===== config.mk =====
export PLATFORM = sky130hd
export DESIGN_NAME = acs_sequencer
export DESIGN_NICKNAME = d
export VERILOG_FILES = /design/src/hw/acs_pkg.sv /design/src/hw/acs_sequencer.sv /design/src/hw/acs_tick_div.sv /design/src/hw/acs_delay_timer.sv
export SDC_FILE = /design/constraint.sdc
export NUM_CORES = 1
export LEC_CHECK = 0
export ABC_AREA = 1
export BUFFER_PORTS_ARGS = -buffer_cell sky130_fd_sc_hd__buf_2
export CORE_ASPECT_RATIO = 0.75
export CORE_MARGIN = 8
export CORE_UTILIZATION = 47
export CTS_CLUSTER_DIAMETER = 150
export DETAILED_ROUTE_END_ITERATION = 8
export HOLD_SLACK_MARGIN = 0.1
export PLACE_DENSITY = 0.66
export SYNTH_ARGS = -nofsm -noshare
export SYNTH_HDL_FRONTEND = slang
export SYNTH_SLANG_ARGS = --single-unit

===== constraint.sdc =====
create_clock -name clk -period 4.8 [get_ports clk]
set_input_delay 0.48 -clock clk [delete_from_list [all_inputs] [get_ports clk]]
set_output_delay 0.48 -clock clk [all_outputs]
set_load 0.005 [all_outputs]

===== src/hw/acs_pkg.sv =====
package acs_pkg;

	// ==========================================================
	// clocking and derived step counts
	localparam int CLK_PERIOD_NS = 20;
	localparam int ADC_DIV       = 38;
	localparam int TICK_NS       = CLK_PERIOD_NS * ADC_DIV;
	localparam int SYNC_US       = 30;
	localparam int STEP_US       = 40;
	// sync is a longest time: round down, at least one tick
	localparam int SYNC_TICKS_RAW = (SYNC_US * 1000) / TICK_NS;
	localparam int SYNC_TICKS     = (SYNC_TICKS_RAW < 1) ? 1 : SYNC_TICKS_RAW;
	// delay step is a least time: round up
	localparam int STEP_TICKS     = (STEP_US * 1000 + TICK_NS - 1) / TICK_NS;

	// ==========================================================
	// widths
	localparam int RES_W  = 10;
	localparam int CH_W   = 4;
	localparam int SLOTS  = 8;
	localparam int IDX_W  = 3;
	localparam int DLY_W  = 4;
	localparam int ADDR_W = 4;
	localparam int DATA_W = 32;
	localparam int TMR_W  = 10;
	localparam int DIV_W  = 6;

	// ==========================================================
	// register word offsets
	localparam logic [ADDR_W-1:0] REG_CTRL    = 4'h0;
	localparam logic [ADDR_W-1:0] REG_DELAY   = 4'h1;
	localparam logic [ADDR_W-1:0] REG_SEL_LO  = 4'h2;
	localparam logic [ADDR_W-1:0] REG_SEL_HI  = 4'h3;
	localparam logic [ADDR_W-1:0] REG_STATUS  = 4'h4;
	localparam logic [ADDR_W-1:0] REG_RESULT0 = 4'h5;
	localparam logic [ADDR_W-1:0] REG_RESULT1 = 4'h6;
	localparam logic [ADDR_W-1:0] REG_RESULT2 = 4'h7;
	localparam logic [ADDR_W-1:0] REG_RESULT3 = 4'h8;

	// control field positions
	localparam int CTRL_EN_BIT     = 0;
	localparam int CTRL_START_BIT  = 1;
	localparam int CTRL_CONT_BIT   = 2;
	localparam int CTRL_FREEZE_BIT = 3;
	localparam int CTRL_MASK_BIT   = 4;
	localparam int CTRL_STOP_LSB   = 5;
	// delay field positions
	localparam int DLY_PRE_LSB   = 0;
	localparam int DLY_INTER_LSB = 4;
	localparam int DLY_POST_LSB  = 8;
	// status field positions
	localparam int STAT_DONE_BIT = 0;
	localparam int STAT_BUSY_BIT = 1;
	localparam int STAT_CAL_BIT  = 2;
	// result packing: two slots per word
	localparam int RES_HI_LSB = 16;

	// ==========================================================
	// reset values
	localparam logic [DLY_W-1:0] DLY_RST  = 4'h0;
	localparam logic [IDX_W-1:0] STOP_RST = 3'h0;
	localparam logic [15:0]      SEL_RST  = 16'h0000;
	localparam logic [RES_W-1:0] RES_RST  = 10'h000;

	localparam logic [CH_W-1:0] CHAN_RESERVED = 4'h6;

	typedef enum logic [6:0] {
		ST_CAL  = 7'b0000001,
		ST_IDLE = 7'b0000010,
		ST_SYNC = 7'b0000100,
		ST_DLY1 = 7'b0001000,
		ST_CONV = 7'b0010000,
		ST_DLY2 = 7'b0100000,
		ST_DLY3 = 7'b1000000
	} acs_state_e;

endpackage


===== src/hw/acs_sequencer.sv =====
`timescale 1ns/1ps
module acs_sequencer
	import acs_pkg::*;
(
	// clock and reset
	input  wire logic              clk,
	input  wire logic              sys_rst,
	// register port
	input  wire logic [ADDR_W-1:0] reg_addr,
	input  wire logic [DATA_W-1:0] reg_wdata,
	input  wire logic              reg_wr,
	input  wire logic              reg_rd,
	output logic      [DATA_W-1:0] reg_rdata,
	// converter core
	output logic                   core_clk_en,
	output logic                   core_power_en,
	output logic                   core_cal_req,
	input  wire logic              core_cal_done,
	output logic                   core_conv_req,
	output logic      [CH_W-1:0]   core_channel,
	input  wire logic              core_conv_done,
	input  wire logic [RES_W-1:0]  core_result,
	// interrupt
	output logic                   conv_done_int
);

	// ==========================================================
	// registers
	logic                         conv_enable_q;
	logic                         conv_start_q;
	logic                         continuous_loop_q;
	logic                         result_freeze_q;
	logic                         conv_done_mask_q;
	logic [IDX_W-1:0]             stop_slot_index_q;
	logic [DLY_W-1:0]             pre_sequence_delay_q;
	logic [DLY_W-1:0]             inter_conversion_delay_q;
	logic [DLY_W-1:0]             post_sequence_delay_q;
	logic [SLOTS-1:0][CH_W-1:0]   slot_channel_select_q;
	logic [SLOTS-1:0][RES_W-1:0]  slot_result_q;
	logic                         conv_done_irq_q;
	logic                         cal_done_q;
	acs_state_e                   state_q;
	logic [IDX_W-1:0]             slot_q;

	logic                         tick;
	logic                         tmr_load;
	logic [TMR_W-1:0]             tmr_val;
	logic                         tmr_expired;
	logic                         conv_got;
	logic                         seq_last;
	logic                         seq_finish;
	logic                         launch;
	logic                         ctrl_wr;
	logic                         res_update;
	logic [DATA_W/2-1:0]          res_word [4];

	function automatic logic [TMR_W-1:0] dly_ticks(input logic [DLY_W-1:0] code);
		dly_ticks = TMR_W'(int'(code) * STEP_TICKS);
	endfunction

	function automatic logic [CH_W-1:0] chan_of(
		input logic [SLOTS-1:0][CH_W-1:0] sel,
		input logic [IDX_W-1:0]           idx);
		chan_of = sel[idx];
	endfunction

	// ==========================================================
	// rate divider and delay timer
	acs_tick_div u_div (
		.clk     (clk),
		.sys_rst (sys_rst),
		.tick    (tick)
	);

	acs_delay_timer u_tmr (
		.clk      (clk),
		.sys_rst  (sys_rst),
		.tick     (tick),
		.load     (tmr_load),
		.load_val (tmr_val),
		.expired  (tmr_expired)
	);

	assign core_clk_en   = tick;
	assign core_power_en = conv_enable_q;
	assign core_cal_req  = (state_q == ST_CAL);
	assign core_channel  = chan_of(slot_channel_select_q, slot_q);
	// reserved channel has no source: skip the core and store zero
	assign core_conv_req = (state_q == ST_CONV) && conv_enable_q
		&& (core_channel != CHAN_RESERVED);
	assign conv_got   = tick && (state_q == ST_CONV)
		&& (core_conv_done || core_channel == CHAN_RESERVED);
	assign seq_last   = (slot_q == stop_slot_index_q);
	assign seq_finish = conv_got && seq_last && conv_enable_q;
	assign launch     = tick && (state_q == ST_IDLE) && conv_enable_q && conv_start_q;
	assign ctrl_wr    = reg_wr && (reg_addr == REG_CTRL);
	// freeze only bites in continuous mode and never stalls the core
	assign res_update = conv_got && conv_enable_q
		&& !(result_freeze_q && continuous_loop_q);

	// ==========================================================
	// timer load on entry to each waiting state
	always_comb begin
		tmr_load = 1'b0;
		tmr_val  = '0;
		if (launch) begin
			tmr_load = 1'b1;
			tmr_val  = TMR_W'(SYNC_TICKS);
		end else if (tick && state_q == ST_SYNC && tmr_expired) begin
			tmr_load = 1'b1;
			tmr_val  = dly_ticks(pre_sequence_delay_q);
		end else if (conv_got && !seq_last) begin
			tmr_load = 1'b1;
			tmr_val  = dly_ticks(inter_conversion_delay_q);
		end else if (seq_finish && continuous_loop_q) begin
			tmr_load = 1'b1;
			tmr_val  = dly_ticks(post_sequence_delay_q);
		end
	end

	// ==========================================================
	// sequencer state
	always_ff @(posedge clk) begin
		if (sys_rst) begin
			state_q <= ST_CAL;
			slot_q  <= '0;
		end else if (tick) begin
			case (state_q)
				ST_CAL: begin
					if (core_cal_done) begin
						state_q <= ST_IDLE;
					end
				end
				ST_IDLE: begin
					if (launch) begin
						state_q <= ST_SYNC;
						slot_q  <= '0;
					end
				end
				ST_SYNC: begin
					if (!conv_enable_q) begin
						state_q <= ST_IDLE;
					end else if (tmr_expired) begin
						state_q <= ST_DLY1;
					end
				end
				ST_DLY1, ST_DLY2: begin
					if (!conv_enable_q) begin
						state_q <= ST_IDLE;
					end else if (tmr_expired) begin
						state_q <= ST_CONV;
					end
				end
				ST_CONV: begin
					if (!conv_enable_q) begin
						state_q <= ST_IDLE;
					end else if (conv_got && !seq_last) begin
						state_q <= ST_DLY2;
						slot_q  <= slot_q + 1'b1;
					end else if (conv_got) begin
						state_q <= continuous_loop_q ? ST_DLY3 : ST_IDLE;
					end
				end
				ST_DLY3: begin
					if (!conv_enable_q || !continuous_loop_q) begin
						state_q <= ST_IDLE;
					end else if (tmr_expired) begin
						state_q <= ST_CONV;
						slot_q  <= '0;
					end
				end
				default: begin
					state_q <= ST_IDLE;
					slot_q  <= '0;
				end
			endcase
		end
	end

	always_ff @(posedge clk) begin
		if (sys_rst) begin
			cal_done_q <= 1'b0;
		end else if (tick && state_q == ST_CAL && core_cal_done) begin
			cal_done_q <= 1'b1;
		end
	end

	// ==========================================================
	// results
	always_ff @(posedge clk) begin
		if (sys_rst) begin
			slot_result_q <= {SLOTS{RES_RST}};
		end else if (res_update) begin
			// raw code kept as is, so current readings stay two's complement
			slot_result_q[slot_q] <= (core_channel == CHAN_RESERVED) ? RES_RST
				: core_result;
		end
	end

	genvar gi;
	generate
		for (gi = 0; gi < 4; gi++) begin : g_res
			assign res_word[gi] = {6'h00, slot_result_q[2*gi]};
		end
	endgenerate

	// ==========================================================
	// done flag: set wins over the write-one clear
	always_ff @(posedge clk) begin
		if (sys_rst) begin
			conv_done_irq_q <= 1'b0;
		end else if (seq_finish) begin
			conv_done_irq_q <= 1'b1;
		end else if (reg_wr && reg_addr == REG_STATUS && reg_wdata[STAT_DONE_BIT]) begin
			conv_done_irq_q <= 1'b0;
		end
	end

	assign conv_done_int = conv_done_irq_q && !conv_done_mask_q;

	// ==========================================================
	// control register writes
	always_ff @(posedge clk) begin
		if (sys_rst) begin
			conv_enable_q     <= 1'b0;
			continuous_loop_q <= 1'b0;
			result_freeze_q   <= 1'b0;
			conv_done_mask_q  <= 1'b0;
			stop_slot_index_q <= STOP_RST;
		end else if (ctrl_wr) begin
			conv_enable_q     <= reg_wdata[CTRL_EN_BIT];
			continuous_loop_q <= reg_wdata[CTRL_CONT_BIT];
			result_freeze_q   <= reg_wdata[CTRL_FREEZE_BIT];
			conv_done_mask_q  <= reg_wdata[CTRL_MASK_BIT];
			stop_slot_index_q <= reg_wdata[CTRL_STOP_LSB +: IDX_W];
		end
	end

	// a fresh start written in the launch cycle is kept, not lost
	always_ff @(posedge clk) begin
		if (sys_rst) begin
			conv_start_q <= 1'b0;
		end else if (ctrl_wr && reg_wdata[CTRL_START_BIT]) begin
			conv_start_q <= 1'b1;
		end else if (launch) begin
			conv_start_q <= 1'b0;
		end
	end

	always_ff @(posedge clk) begin
		if (sys_rst) begin
			pre_sequence_delay_q     <= DLY_RST;
			inter_conversion_delay_q <= DLY_RST;
			post_sequence_delay_q    <= DLY_RST;
		end else if (reg_wr && reg_addr == REG_DELAY) begin
			pre_sequence_delay_q     <= reg_wdata[DLY_PRE_LSB +: DLY_W];
			inter_conversion_delay_q <= reg_wdata[DLY_INTER_LSB +: DLY_W];
			post_sequence_delay_q    <= reg_wdata[DLY_POST_LSB +: DLY_W];
		end
	end

	always_ff @(posedge clk) begin
		if (sys_rst) begin
			slot_channel_select_q <= {SEL_RST, SEL_RST};
		end else if (reg_wr && reg_addr == REG_SEL_LO) begin
			slot_channel_select_q[3:0] <= reg_wdata[15:0];
		end else if (reg_wr && reg_addr == REG_SEL_HI) begin
			slot_channel_select_q[7:4] <= reg_wdata[15:0];
		end
	end

	// ==========================================================
	// read port: data only in the cycle after the strobe
	always_ff @(posedge clk) begin
		if (sys_rst || !reg_rd) begin
			reg_rdata <= '0;
		end else begin
			case (reg_addr)
				REG_CTRL: reg_rdata <= {24'h000000, stop_slot_index_q, conv_done_mask_q,
					result_freeze_q, continuous_loop_q, conv_start_q, conv_enable_q};
				REG_DELAY: reg_rdata <= {20'h00000, post_sequence_delay_q,
					inter_conversion_delay_q, pre_sequence_delay_q};
				REG_SEL_LO: reg_rdata <= {16'h0000, slot_channel_select_q[3:0]};
				REG_SEL_HI: reg_rdata <= {16'h0000, slot_channel_select_q[7:4]};
				REG_STATUS: reg_rdata <= {29'h00000000, cal_done_q,
					(state_q != ST_IDLE && state_q != ST_CAL), conv_done_irq_q};
				REG_RESULT0: reg_rdata <= {6'h00, slot_result_q[1], res_word[0]};
				REG_RESULT1: reg_rdata <= {6'h00, slot_result_q[3], res_word[1]};
				REG_RESULT2: reg_rdata <= {6'h00, slot_result_q[5], res_word[2]};
				REG_RESULT3: reg_rdata <= {6'h00, slot_result_q[7], res_word[3]};
				default: reg_rdata <= '0;
			endcase
		end
	end
endmodule


===== src/hw/acs_tick_div.sv =====
`timescale 1ns/1ps
module acs_tick_div
	import acs_pkg::*;
(
	// clock and reset
	input  wire logic clk,
	input  wire logic sys_rst,
	// enable pulse
	output logic      tick
);

	logic [DIV_W-1:0] cnt_q;

	always_ff @(posedge clk) begin
		if (sys_rst) begin
			cnt_q <= '0;
			tick  <= 1'b0;
		end else if (cnt_q == DIV_W'(ADC_DIV - 1)) begin
			cnt_q <= '0;
			tick  <= 1'b1;
		end else begin
			cnt_q <= cnt_q + 1'b1;
			tick  <= 1'b0;
		end
	end
endmodule


===== src/hw/acs_delay_timer.sv =====
`timescale 1ns/1ps
module acs_delay_timer
	import acs_pkg::*;
(
	// clock and reset
	input  wire logic             clk,
	input  wire logic             sys_rst,
	// count enable
	input  wire logic             tick,
	// load
	input  wire logic             load,
	input  wire logic [TMR_W-1:0] load_val,
	// status
	output logic                  expired
);

	logic [TMR_W-1:0] cnt_q;

	always_ff @(posedge clk) begin
		if (sys_rst) begin
			cnt_q <= '0;
		end else if (load) begin
			cnt_q <= load_val;
		end else if (tick && cnt_q != '0) begin
			cnt_q <= cnt_q - 1'b1;
		end
	end

	assign expired = (cnt_q == '0);
endmodule


After elaboration in Yosys (flattened, before gate mapping):

Index checks and enable logic that the tools add are counted.

* add/subtract/negate cells: 3
* $mul: 3
* order comparisons: 2
* eq/ne operators: 29
* mux-type cells: 40
* bitwise logic cells: 2
* reduce and logical (&&, ||, !) cells: 50

Operators with widths (number)
* case mux 26 bit (9 select lines): 1
* bitwise mux 80 bit: 1
* 2-to-1 mux 10 bit: 8
* 2-to-1 mux 7 bit: 11
* case mux 7 bit (6 select lines): 1
* demux 10 bit (select 3 bit): 1
* multiplier 4 x 6 -> 10 bit (second input constant): 3
* logical AND 1 bit: 29
* equality test 4 x 3 -> 1 bit (second input constant): 5
* 2-to-1 mux 3 bit: 5
* binary-select mux 4 bit (select 3 bit): 1
* case mux 3 bit (4 select lines): 1
* logical NOT 10 bit: 1
* nonzero test 10 bit: 1
* subtractor 10 x 1 -> 10 bit (second input constant): 1
* 2-to-1 mux 1 bit: 9
* equality test 4 x 2 -> 1 bit (second input constant): 2
* != test 2 bit (second input constant): 4
* != test 4 x 3 -> 1 bit (second input constant): 2
* equality test 7 x 1 -> 1 bit (second input constant): 1
* equality test 7 x 2 -> 1 bit (second input constant): 1
* equality test 7 x 3 -> 1 bit (second input constant): 1
* equality test 7 x 4 -> 1 bit (second input constant): 1
* equality test 7 x 5 -> 1 bit (second input constant): 1
* other kinds (25): 37

* register bits after elaboration: 193
* input port bits: 52
* output and inout port bits: 41

Longest topological paths before layout:

Gate-level depths: netlist of run 1.

* depth after elaboration: 13
* depth in mapped cells: 21
* mapped depth without buffers: 18

Cells and area by module:

A second synthesis of run 1 with hierarchy kept.

* cell total of the unflattened synthesis: 1404
* area total of the unflattened synthesis: 9953.3 µm²

Modules (own cells, without submodules)
* acs_sequencer: instances 1, cells an instance 1252, area an instance 8877.3 µm²
* acs_delay_timer: instances 1, cells an instance 116, area an instance 758.2 µm²
* acs_tick_div: instances 1, cells an instance 36, area an instance 317.8 µm²

Worst setup path after synthesis of run 1:

OpenSTA, ideal clock, no wires.

* kind: register to register
* from: register post_sequence_delay_q[2]
* to: register u_tmr.cnt_q[9]
* setup time: 70 ps
* arrival time: 2234 ps
* path slack: 2497 ps
* cell stages (with the launch flop): 19
* clock period less this slack: 2303 ps
* cell sequence: dfxtp_1 inv_1 ha_1 inv_1 ha_1 ha_1 nand2_1 inv_1 nand4_1 nand3_1 a21oi_1 o21ai_0 nand2_1 nand4_1 nand2_1 nand3_1 nand2_1 inv_1 a21oi_1

* cells in the longest elaborated chain, start to end: 6

Ends and longest elaborated chain
* start, declared: line acs_sequencer.sv:37 `logic [DLY_W-1:0] post_sequence_delay_q;`
* start signal, assigned: line acs_sequencer.sv:258 `post_sequence_delay_q <= reg_wdata[DLY_POST_LSB +: DLY_W];`
* multiplier 4 x 6 -> 10 bit: line acs_sequencer.sv:58 `dly_ticks = TMR_W'(int'(code) * STEP_TICKS);`
* 2-to-1 mux 10 bit: line acs_sequencer.sv:115 `end else if (seq_finish && continuous_loop_q) begin`
* 2-to-1 mux 10 bit: line acs_sequencer.sv:112 `end else if (conv_got && !seq_last) begin`
* 2-to-1 mux 10 bit: line acs_sequencer.sv:109 `end else if (tick && state_q == ST_SYNC && tmr_expired) begin`
* 2-to-1 mux 10 bit: line acs_sequencer.sv:106 `if (launch) begin`
* 2-to-1 mux 10 bit: line acs_delay_timer.sv:22 `end else if (load) begin`
* end signal, assigned: line acs_delay_timer.sv:23 `cnt_q <= load_val;`
* end signal, assigned: line acs_delay_timer.sv:25 `cnt_q <= cnt_q - 1'b1;`
* end, declared: line acs_delay_timer.sv:17 `logic [TMR_W-1:0] cnt_q;`

Every way passes these cells.
A chain may end at the register's enable or synchronous reset.

Worst setup path after layout of run 1:

* from: register slot_q[1]
* to: register u_tmr.cnt_q[1]

* cells in the longest elaborated chain, start to end: 13
* elaborated cells between the ends (all ways): 21
* those cells by class: eq/ne: 2; mux: 11; reduce/logical: 8

Ends and longest elaborated chain
* start, declared: line acs_sequencer.sv:43 `logic [IDX_W-1:0] slot_q;`
* start signal, assigned: line acs_sequencer.sv:159 `slot_q <= slot_q + 1'b1;`
* binary-select mux 4 bit (select 3 bit): line acs_sequencer.sv:64 `chan_of = sel[idx];`
* 2-to-1 mux 4 bit (implied by the code): line acs_sequencer.sv:64
* equality test 4 x 3 -> 1 bit: line acs_sequencer.sv:92 `&& (core_conv_done || core_channel == CHAN_RESERVED);`
* logical OR 1 bit: line acs_sequencer.sv:92
* logical AND 1 bit: line acs_sequencer.sv:92
* logical AND 1 bit (2 in series): line acs_sequencer.sv:94 `assign seq_finish = conv_got && seq_last && conv_enable_q;`
* logical AND 1 bit: line acs_sequencer.sv:115
* 2-to-1 mux 10 bit / 2-to-1 mux 1 bit (equally long branches): line acs_sequencer.sv:115
* 2-to-1 mux 10 bit / 2-to-1 mux 1 bit (equally long branches): line acs_sequencer.sv:112
* 2-to-1 mux 10 bit / 2-to-1 mux 1 bit (equally long branches): line acs_sequencer.sv:109
* 2-to-1 mux 10 bit / 2-to-1 mux 1 bit (equally long branches): line acs_sequencer.sv:106
* 2-to-1 mux 10 bit / nonzero test 2 bit (equally long branches)

Parallel ways exist; a longest one is shown, timed or not. The select of a mux whose other input is x is not followed.

==> key figures, run 1 <==
Finish
  • Multi-input gate area: 4850 sq um
  • Util after Layout: 52.5%
  • Finished Layout Cells: 1600
  • Layout fillers: 1951
  • Commonest non-fill, non-tap cell in the layout: nand2_1
  • Total area of sequential cells: 3740 sq um
  • Share of layout cells above drive strength 1: 10.4%
  • Final instance area: 10500 sq um
  • Ant diodes: 0
  • Post-layout net count: 1430
  • Area growth syn-to-layout: 10.8%
  • Most frequent cells in the layout: 240 x nand2_1, 187 x dfxtp_1, 177 x a21oi_1

STA
  • RSZ-0062 raised after global routing: false
  • Max-slew violation count: 0
  • Period utilization: 80.8%
  • Setup violations, final: 0
  • Final hold vios: 0
  • Clk_skew: 0.0141 ns
  • Hold WS: 0.320 ns
  • Crit path time final: 3.88 ns
  • TNS Setup: 0 ns
  • Max Clk Rate: 258 MHz
  • Least-Margin Pin Slew: 0.871 ns
  • Rel. slew slack: 41.8%

Worst setup path
  • Worst EP required: 5.12 ns
  • FF-to-FF path depth: 13
  • Cell Chain, Critical Path: nor2_1, nand3_1, nand2_1, nor2_1, nor2_1, nand2_1, nand2_4, nand3_1, nand2_1, nor2_1, nand2_1, o21ai_1, a21oi_1
  • CP Launch Type: flop
  • Slowest CP cell: nor2_1
  • Crit Path Class: reg -> reg
  • Slowest stage delay, CP: 0.63 ns
  • Crit path capture type: flop
  • R2R Path Start: slot_q[1]
  • Critical Path Fanout Max: 14
  • R2R setup slack: 0.92 ns
  • Reg2reg end: u_tmr.cnt_q[1]
  • Data arrival, critical path: 4.19 ns

Min path
  • Critical hold path startpoint: core_cal_done
  • HP Class: in -> reg
  • Hold path endpoint: cal_done_q
  • Hold-critical path depth: 3

Detailed routing
  • Via Count: 8820
  • Detail Route Antenna Nets: 0
  • WL/cell: 16.9 microns
  • Initial DRT Pass Iterations: 5
  • Initial DRC Count: 835
  • Routed WL: 27000 microns
  • Avg Vias per Cell: 5.51
  • # DRC: 0

Placed design
  • Placed insts: 1568
  • Final HPWL DP: 19200 microns
  • Dpl cell area: 9920 sq um
  • Port buffer count: 70
  • Gp weighted congestion: 0.903

GRT
  • Tot GR Track Use: 21.2%
  • Global route overflow: 0
  • Vias in the first global route: 7960
  • M3 GR Usage: 4.50%
  • First-pass GRT wire length: 43200 microns
  • GR peak layer: met1
  • M2 GR Usage: 30.8%
  • Met1 GRT Util: 30.9%
  • Largest net degree at the start of global routing: 91
  • Initial antenna violation count: 1

Yosys
  • Ys Warns: 0
  • Unique masters post-synth: 48
  • Post-synth design cell area: 9490 sq um
  • Register area share after synthesis: 39.4%
  • Syn avg cell area: 7.35 sq um
  • Post-synthesis sequential element count: 187
  • Mapped Cells: 1291

Clocking
  • Clock root buffer: clkbuf_16
  • H-Tree Depth: 4
  • Total clock sinks: 187
  • CTS Buffer Depth: 2
  • Post-cts sizing count: 0
  • TritonCTS buffer count: 17
  • Hold buffers post-CTS: 0
  • Post-CTS setup buffer count: 0
  • Clock Latency Late Sink: 0.44 ns
  • CTS tree: yes
  • Reg clk slew, reported paths: 0.08 ns

Power and ir drop
  • VDD IR-drop max: 248 uV
  • Sequential power share: 49.5%
  • Switching share of power: 24.7%
  • Clock Power Share: 45.7%
  • Switching Power: 0.785 mW
  • Pwr Density: 302 nW/um^2
  • Internal: 2.39 mW
  • Leak: 4.63 nW
  • Comb power frac: 4.8%

Die
  • Starting Density: 47.4%
  • Number of placement rows: 45
  • DIE WIDTH: 180 microns
  • Die area: 25100 sq um
  • Core area: 20000 sq um
  • IO Count: 93
  • Die Y: 139 microns

Run
  • Max Cap Violations: 0

Status
  • Status: completed
==> final cells by class <==
type / instances / area share, %
Clock buffer: 17 / 4.05
Tap cell: 258 / 3.07
Sequential cell: 187 / 35.6
Timing Repair Buffer: 79 / 3.97
Multi-Input combinational cell: 892 / 46.2
Inverter: 152 / 5.48
Clock inverter: 15 / 1.67
==> per-stage QoR <==
| step | total power [mW] | setup slack, ns |
|---|---|---|
| after global routing | 3.27 | 0.552 |
| after detailed placement | 1.76 | 0.976 |
| after floorplan | 1.70 | 2.50 |
| final | 3.18 | 0.923 |
| after global placement | 1.75 | 1.07 |
| after CTS | 3.19 | 0.958 |
==> per-layer routing <==
layer | routed length, microns | up-vias
met1 | 13200 | 4056
met5 | 13 | -
met4 | 365 | 2
li1 | - | 4387
met2 | 11300 | 344
met3 | 2240 | 31
==> sequential cells by signal, summed over array words and instances (netlist names), 3 cells and up <==
signal and count:
inter_conversion_delay_q 4, post_sequence_delay_q 4, state_q 7, res_word 40, u_tmr.cnt_q 10, u_div.cnt_q 6
stop_slot_index_q 3, slot_channel_select_q 32, reg_rdata 26, pre_sequence_delay_q 4, slot_q 3, slot_result_q 40
==> cells in the mapped netlist (all sizes together) <==
cell type	number	area [sq um]
nand2	243	935
dfxtp	187	3740
a21oi	177	886
o21ai	153	769
inv	150	568
nor2	93	440
nand3	52	273
ha	47	588
clkbuf	40	150
buf	25	188
a221oi	15	131
nand4	14	93.8
o22ai	12	75.1
xor2	12	105
a31oi	10	62.6
nor3	9	45.0
xnor2	9	78.8
a41oi	8	70.1
nor4	6	58.8
a211oi	5	37.5
or2	4	25.0
nor3b	3	22.5
o21bai	3	22.5
clkinv	2	8.75
fa	2	40.0
nand3b	2	15.0
o2bb2ai	2	17.5
a21boi	1	7.51
a21o	1	7.51
a31o	1	8.76
and2	1	6.26
conb	1	3.75
o211a	1	10.0
==> worst max-delay path: cells and delay by family, from the launching register on <==
| family | cells | cell delay [ns] |
|---|---|---|
| simple gates | 11 | 2.85 |
| compound gates | 2 | 0.30 |
| flops | 1 | 0.60 |
==> cells by family after synthesis <==
kind of cell	synth area share, %
buffers and inverters	9.63
AO/OA/AOI/OAI	22.2
other	0.0395
adder cells (fa/ha/maj)	6.62
XOR/XNOR	1.94
AND/OR/NAND/NOR	20.2
flip-flops	39.4
==> power by group through the flow <==
stage	Combinational [mW]	Sequential, mW	Clock (mW)
finish	0.152	1.57	1.45
global route	0.168	1.57	1.53
CTS	0.149	1.57	1.47
detailed placement	0.149	1.61	0
global placement	0.148	1.61	0
floorplan	0.0949	1.60	0
==> worst max-delay path by stage <==
stage / cells past startpoint / end / slack, ns / from
2_1_floorplan: 18 / u_tmr.cnt_q[9] / 2.50 / post_sequence_delay_q[2]
3_3_place_gp: 13 / u_tmr.cnt_q[5] / 1.07 / slot_q[1]
3_5_place_dp: 13 / u_tmr.cnt_q[1] / 0.98 / slot_q[1]
4_1_cts: 13 / u_tmr.cnt_q[1] / 0.96 / slot_q[1]
5_1_grt: 16 / u_tmr.cnt_q[1] / 0.55 / slot_q[0]
6_report: 13 / u_tmr.cnt_q[1] / 0.92 / slot_q[1]
No activity file was read; power rests on OpenSTA's default activity.
==> run 2, diff against run 1 <==
clock period = 3.76 ns   (was 4.8 ns; I/O delays follow)
==> run 2 against run 1 <==
Clock power grew 27%. Largest cell class unchanged. Sequential share of layout area shrank 0.085 points. Via count shrank 0.31%. Register-to-register slack lost 0.33 ns. Non-clock buffer count grew 3. Sequential power grew 28%. Clock-buffer cell count grew 3. Total power grew 27%. Largest power group unchanged. Setup slack lost 0.33 ns.
==> key figures, run 2 (synthesized netlist as in run 1, its figures left out) <==
Detailed routing
  • WL/cell: 16.8 microns (-0.32%)
  • Avg Vias per Cell: 5.49 (-0.37%)
  • Initial DRT Pass Iterations: 5 (unchanged)
  • Detail Route Antenna Nets: 0 (unchanged)
  • Routed WL: 27000 microns (-0.26%)
  • # DRC: 0 (unchanged)
  • Via Count: 8793 (-0.31%)
  • Initial DRC Count: 894 (+7.1%)

Worst setup path
  • Slowest stage delay, CP: 0.61 ns (-0.02 ns)
  • Reg2reg end: u_tmr.cnt_q[1]
  • Crit path capture type: flop
  • Critical Path Fanout Max: 13 (-1)
  • Worst EP required: 4.06 ns (-1.06 ns)
  • Slowest CP cell: nor2_1
  • Critical path's top delay family: simple AND/OR/NAND/NOR gates
  • Cell count along the critical path: 13 (unchanged)
  • CP Launch Type: flop
  • Crit Path Class: reg -> reg
  • R2R setup slack: 0.59 ns (-0.33 ns)
  • Buf/Inv on CP: 0 (unchanged)
  • Data arrival, critical path: 3.46 ns (-0.73 ns)
  • R2R Path Start: slot_q[1]
  • Cell Chain, Critical Path: nor2_1, nand3_1, nand2_1, nor2_1, nor2_1, nand2_1, nand2_4, nand4_2, nor2_4, nor2_1, nand2_1, o21ai_1, a21oi_1
  • FF-to-FF path depth: 13 (unchanged)
  • CP dominant cell by count: nor2_1

Power and ir drop
  • Leak: 4.64 nW (+0.24%)
  • Comb power frac: 4.9% (about the same)
  • Pwr Density: 383 nW/um^2 (+27%)
  • Switching share of power: 23.0% (-1.7 points)
  • Sequential power share: 49.6% (about the same)
  • Switching Power: 0.931 mW (+19%)
  • VDD IR-drop max: 293 uV (+18%)
  • Clock Power Share: 45.5% (-0.2 points)
  • Internal: 3.11 mW (+30%)
  • Total power draw: 4.04 mW (+27%)

Finish
  • Total area of sequential cells: 3740 sq um (unchanged)
  • Post-layout net count: 1433 (+0.21%)
  • Multi-input gate area: 4850 sq um (unchanged)
  • Area growth syn-to-layout: 11.0%
  • Layout fillers: 1952 (+0.051%)
  • Commonest non-fill, non-tap cell in the layout: nand2_1
  • Final instance area: 10500 sq um (+0.24%)
  • Finished Layout Cells: 1601 (+0.063%)
  • Most frequent cells in the layout: 240 x nand2_1, 187 x dfxtp_1, 177 x a21oi_1
  • Ant diodes: 0 (unchanged)
  • Share of layout cells above drive strength 1: 10.3% (-0.082 points)
  • Util after Layout: 52.6% (+0.12 points)

Die
  • Number of placement rows: 45 (unchanged)
  • Die area: 25100 sq um (unchanged)
  • IO Count: 93 (unchanged)
  • DIE WIDTH: 180 microns (unchanged)
  • Die Y: 139 microns (unchanged)
  • Core area: 20000 sq um (unchanged)
  • Starting Density: 47.4% (unchanged)

GRT
  • Initial antenna violation count: 1 (unchanged)
  • Global route overflow: 0 (unchanged)
  • Tot GR Track Use: 21.0% (-0.14 points)
  • First-pass GRT wire length: 42900 microns (-0.56%)
  • Largest net degree at the start of global routing: 87 (-4.4%)
  • Vias in the first global route: 7930 (-0.38%)

Status
  • Status: completed

STA
  • Final hold vios: 0 (unchanged)
  • Max-slew violation count: 0 (unchanged)
  • Final Worst Setup Slack: 0.595 ns (-0.328 ns)
  • Period utilization: 84.2% (+3.4 points)
  • RSZ-0062 raised after global routing: false
  • Least-Margin Pin Slew: 0.962 ns (+0.0912 ns)
  • Crit path time final: 3.17 ns (-0.712 ns)
  • Max Clk Rate: 316 MHz (+22%)
  • Setup violations, final: 0 (unchanged)
  • Rel. slew slack: 35.7% (-6.1 points)
  • TNS Setup: 0 ns (unchanged)
  • Clk_skew: 0.0112 ns (-0.00292 ns)
  • Hold WS: 0.236 ns (-0.0833 ns)

Clocking
  • Clock root buffer: clkbuf_16
  • Post-cts sizing count: 0 (unchanged)
  • CTS Buffer Depth: 2 (unchanged)
  • TritonCTS buffer count: 17 (unchanged)
  • CTS tree: yes
  • Clock Latency Late Sink: 0.43 ns (about the same)
  • Total clock sinks: 187 (unchanged)
  • Hold buffers post-CTS: 0 (unchanged)
  • Reg clk slew, reported paths: 0.07 ns (about the same)
  • Post-CTS setup buffer count: 0 (unchanged)
  • H-Tree Depth: 4 (unchanged)

Min path
  • Hold-critical path depth: 3 (unchanged)
  • Hold path endpoint: slot_channel_select_q[31]
  • Critical hold path startpoint: reg_wdata[15]
  • HP Class: in -> reg

Placed design
  • Placed insts: 1571 (+0.19%)
  • Dpl cell area: 9950 sq um (+0.35%)
  • Final HPWL DP: 19200 microns (about the same)
  • Port buffer count: 70 (unchanged)
  • Gp weighted congestion: 0.949 (+5.1%)
  • DP Worst Slack: 0.604 ns (-0.371 ns)

Run
  • Max Cap Violations: 0 (unchanged)
## run 2: metal layers
metal	up-vias	wire length [microns]	GRT usage (%)
met1	4066	13300	30.4
met4	2	283	4.25
met3	26	2070	5.71
li1	4393	-	-
met5	-	10	0
met2	306	11300	30.8
## run 2: power by group through the flow
| stage | registers, mW | logic, mW | clock network (mW) |
|---|---|---|---|
| floorplan | 2.05 | 0.121 | 0 |
| global placement | 2.05 | 0.192 | 0 |
| detailed placement | 2.05 | 0.193 | 0 |
| CTS | 2.01 | 0.194 | 1.86 |
| global route | 2.01 | 0.217 | 1.94 |
| finish | 2.01 | 0.197 | 1.84 |
## run 2: final cells by class
class	instances	share of cell area [%]
inverter	152	5.47
multi-input combinational	892	46.1
clock inverter	10	1.36
timing repair buffer	82	4.30
sequential	187	35.5
clock buffer	20	4.24
tap	258	3.06
## run 2: worst max path at each step
stage,startpoint,end
finish,slot_q[1],u_tmr.cnt_q[1]
global route,slot_q[0],u_tmr.cnt_q[5]
CTS,slot_q[1],u_tmr.cnt_q[1]
detailed placement,slot_q[1],u_tmr.cnt_q[1]
global placement,slot_q[1],u_tmr.cnt_q[1]
floorplan,post_sequence_delay_q[2],u_tmr.cnt_q[9]
## run 2: worst register-to-register path, stage by stage, from the launching register on
cell and delay [ns]:
dfxtp_1 0.56, nor2_1 0.16, nand3_1 0.11, nand2_1 0.07, nor2_1 0.17, nor2_1 0.08, nand2_1 0.19, nand2_4 0.12
nand4_2 0.14, nor2_4 0.09, nor2_1 0.61, nand2_1 0.45, o21ai_1 0.23, a21oi_1 0.06
==> run 3, diff against run 2 <==
PLACE_DENSITY = 0.68   (was 0.66)
clock period = 2.6 ns   (was 3.76 ns; I/O delays follow)
==> run 3 against run 2 <==
Hold slack worse by 0.12 ns. Largest cell class unchanged. Sequential share of layout area down 2.0 points. Combinational power up 62%. Largest power group unchanged. Clock-buffer cell count down 1. Final cell count up 3.2%. Wire length up 3.5%. First-iteration DRC count up 2.8%. Setup slack worse by 0.54 ns. Highest routed layer is now met4.
==> key figures, run 3 (synthesized netlist as in run 1, its figures left out) <==
Status
  • Status: completed

Finish
  • Share of layout cells above drive strength 1: 16.3% (+5.9 points)
  • Most frequent cells in the layout: 235 x nand2_1, 180 x dfxtp_1, 172 x a21oi_1
  • Util after Layout: 55.9% (+3.3 points)
  • Post-layout net count: 1483 (+3.5%)
  • Area growth syn-to-layout: 18.1%
  • Ant diodes: 0 (unchanged)
  • Layout fillers: 1877 (-3.8%)
  • Commonest non-fill, non-tap cell in the layout: nand2_1

Worst setup path
  • FF-to-FF path depth: 14 (+1)
  • Critical Path Fanout Max: 5 (-8)
  • Crit path capture type: flop
  • R2R Path Start: post_sequence_delay_q[1]
  • R2R setup slack: 0.06 ns (-0.54 ns)
  • Reg2reg end: u_tmr.cnt_q[8]
  • CP Launch Type: flop
  • Data arrival, critical path: 2.93 ns (-0.53 ns)
  • End of the critical path: u_tmr.cnt_q[8]
  • Worst EP required: 2.98 ns (-1.08 ns)
  • Crit Path Class: reg -> reg
  • Critical path origin: post_sequence_delay_q[1]

Detailed routing
  • Routed WL: 27900 microns (+3.5%)
  • WL/cell: 16.9 microns (+0.27%)
  • Avg Vias per Cell: 5.48 (-0.14%)
  • Via Count: 9066 (+3.1%)
  • # DRC: 0 (unchanged)
  • Detail Route Antenna Nets: 0 (unchanged)
  • Initial DRC Count: 919 (+2.8%)
  • Initial DRT Pass Iterations: 5 (unchanged)

STA
  • Final Worst Setup Slack: 0.0580 ns (-0.537 ns)
  • Clk_skew: 0.0141 ns (+0.00295 ns)
  • Crit path time final: 2.54 ns (-0.623 ns)
  • Hold WS: 0.113 ns (-0.123 ns)
  • Final hold vios: 0 (unchanged)
  • RSZ-0062 raised after global routing: true
  • Setup violations, final: 0 (unchanged)
  • Max Clk Rate: 393 MHz (+25%)
  • Rel. slew slack: 58.9% (+23 points)
  • Max-slew violation count: 0 (unchanged)
  • Period utilization: 97.8% (+14 points)
  • Least-Margin Pin Slew: 0.611 ns (-0.352 ns)

Clocking
  • CTS tree: yes
  • H-Tree Depth: 4 (unchanged)
  • Clock root buffer: clkbuf_16
  • Total clock sinks: 187 (unchanged)
  • CTS Buffer Depth: 2 (unchanged)
  • Reg clk slew, reported paths: 0.08 ns (about the same)
  • TritonCTS buffer count: 17 (unchanged)
  • Clock Latency Late Sink: 0.44 ns (about the same)

Die
  • Die area: 25100 sq um (unchanged)
  • IO Count: 93 (unchanged)
  • DIE WIDTH: 180 microns (unchanged)
  • Starting Density: 47.4% (unchanged)
  • Core area: 20000 sq um (unchanged)
  • Die Y: 139 microns (unchanged)
  • Number of placement rows: 45 (unchanged)

Placed design
  • Port buffer count: 70 (unchanged)
  • Gp weighted congestion: 0.921 (-2.9%)
  • DP Worst Slack: -0.0518 ns (-0.656 ns)
  • Final HPWL DP: 19700 microns (+2.5%)

GRT
  • Tot GR Track Use: 21.4% (+0.37 points)
  • First-pass GRT wire length: 43900 microns (+2.3%)
  • Largest net degree at the start of global routing: 126 (+45%)
  • Vias in the first global route: 8259 (+4.1%)
  • Initial antenna violation count: 0 (-1)
  • Global route overflow: 0 (unchanged)

Min path
  • HP Class: in -> reg
  • Critical hold path startpoint: reg_wdata[12]

Power and ir drop
  • Total power draw: 5.75 mW (+42%)
  • Leak: 4.87 nW (+5.0%)
  • Pwr Density: 512 nW/um^2 (+34%)
  • VDD IR-drop max: 426 uV (+46%)

Run
  • Max Cap Violations: 0 (unchanged)
[run 3: cell type report]
cell class                      instances  area (sq um)  share of cell area, %
Multi-Input combinational cell        892          5070                   45.2
Sequential cell                       187          3760                   33.5
Clock buffer                           19           433                   3.86
Timing Repair Buffer                  132           912                   8.14
Inverter                              152           583                   5.20
Clock inverter                         13           134                   1.19
Tap cell                              258           323                   2.88
[run 3: power breakdown]
group	internal [mW]	leakage (nW)	switching (mW)	total, mW
combinational	0.104	3.09	0.215	0.319
clock	1.34	0.267	1.19	2.53
sequential	2.88	1.51	0.0163	2.90
total	4.33	4.87	1.42	5.75
[run 3: how the worst min path moves through the flow]
stage / to / slack [ns] / depth (start not counted)
floorplan: conv_done_mask_q / 0.40 / 2
detailed placement: res_word[40] / 0.44 / 2
finish: slot_channel_select_q[12] / 0.11 / 3
global route: slot_channel_select_q[26] / 0.13 / 3
global placement: res_word[40] / 0.44 / 2
CTS: slot_channel_select_q[12] / 0.10 / 3
[run 3: repair_timing]
item | CTS | global route
hold buffers | 3 | 0
resized for setup | 10 | 48
gates cloned | 0 | 0
endpoints found under the hold margin | 3 | 0
setup buffers | 0 | 12
setup endpoints to repair | 3 | 79
pin swaps | 3 | 18
[run 3: metrics by stage]
step           TNS [ns]  instances  cell area, sq um
5_1_grt          -0.151       1653             11200
6_report              0       1653             11200
4_1_cts               0       1641             10900
3_3_place_gp   -0.00338       1606             10200
3_5_place_dp    -0.0518       1606             10200
2_1_floorplan         0       1296              9510
[run 3: worst max-delay path, stage by stage (launching register included)]
cell and delay, ns:
dfxtp_4 0.37, ha_1 0.33, ha_1 0.33, ha_4 0.30, nand3_2 0.07, nand2_2 0.08
a21oi_2 0.05, o21bai_1 0.15, xor2_1 0.29, nand3_1 0.15, nand2_2 0.11, nand2_1 0.07
nand3_1 0.07, nand2_1 0.07, inv_1 0.05
[run 3: metal layers]
metal / part of all wire, % / vias to the layer above / track usage [%]
met2: 42 / 330 / 31.7
met1: 48 / 4202 / 31.1
met4: 1.5 / 0 / 5.99
li1: - / 4498 / -
met3: 7.9 / 36 / 4.16
met5: 0 / - / 0
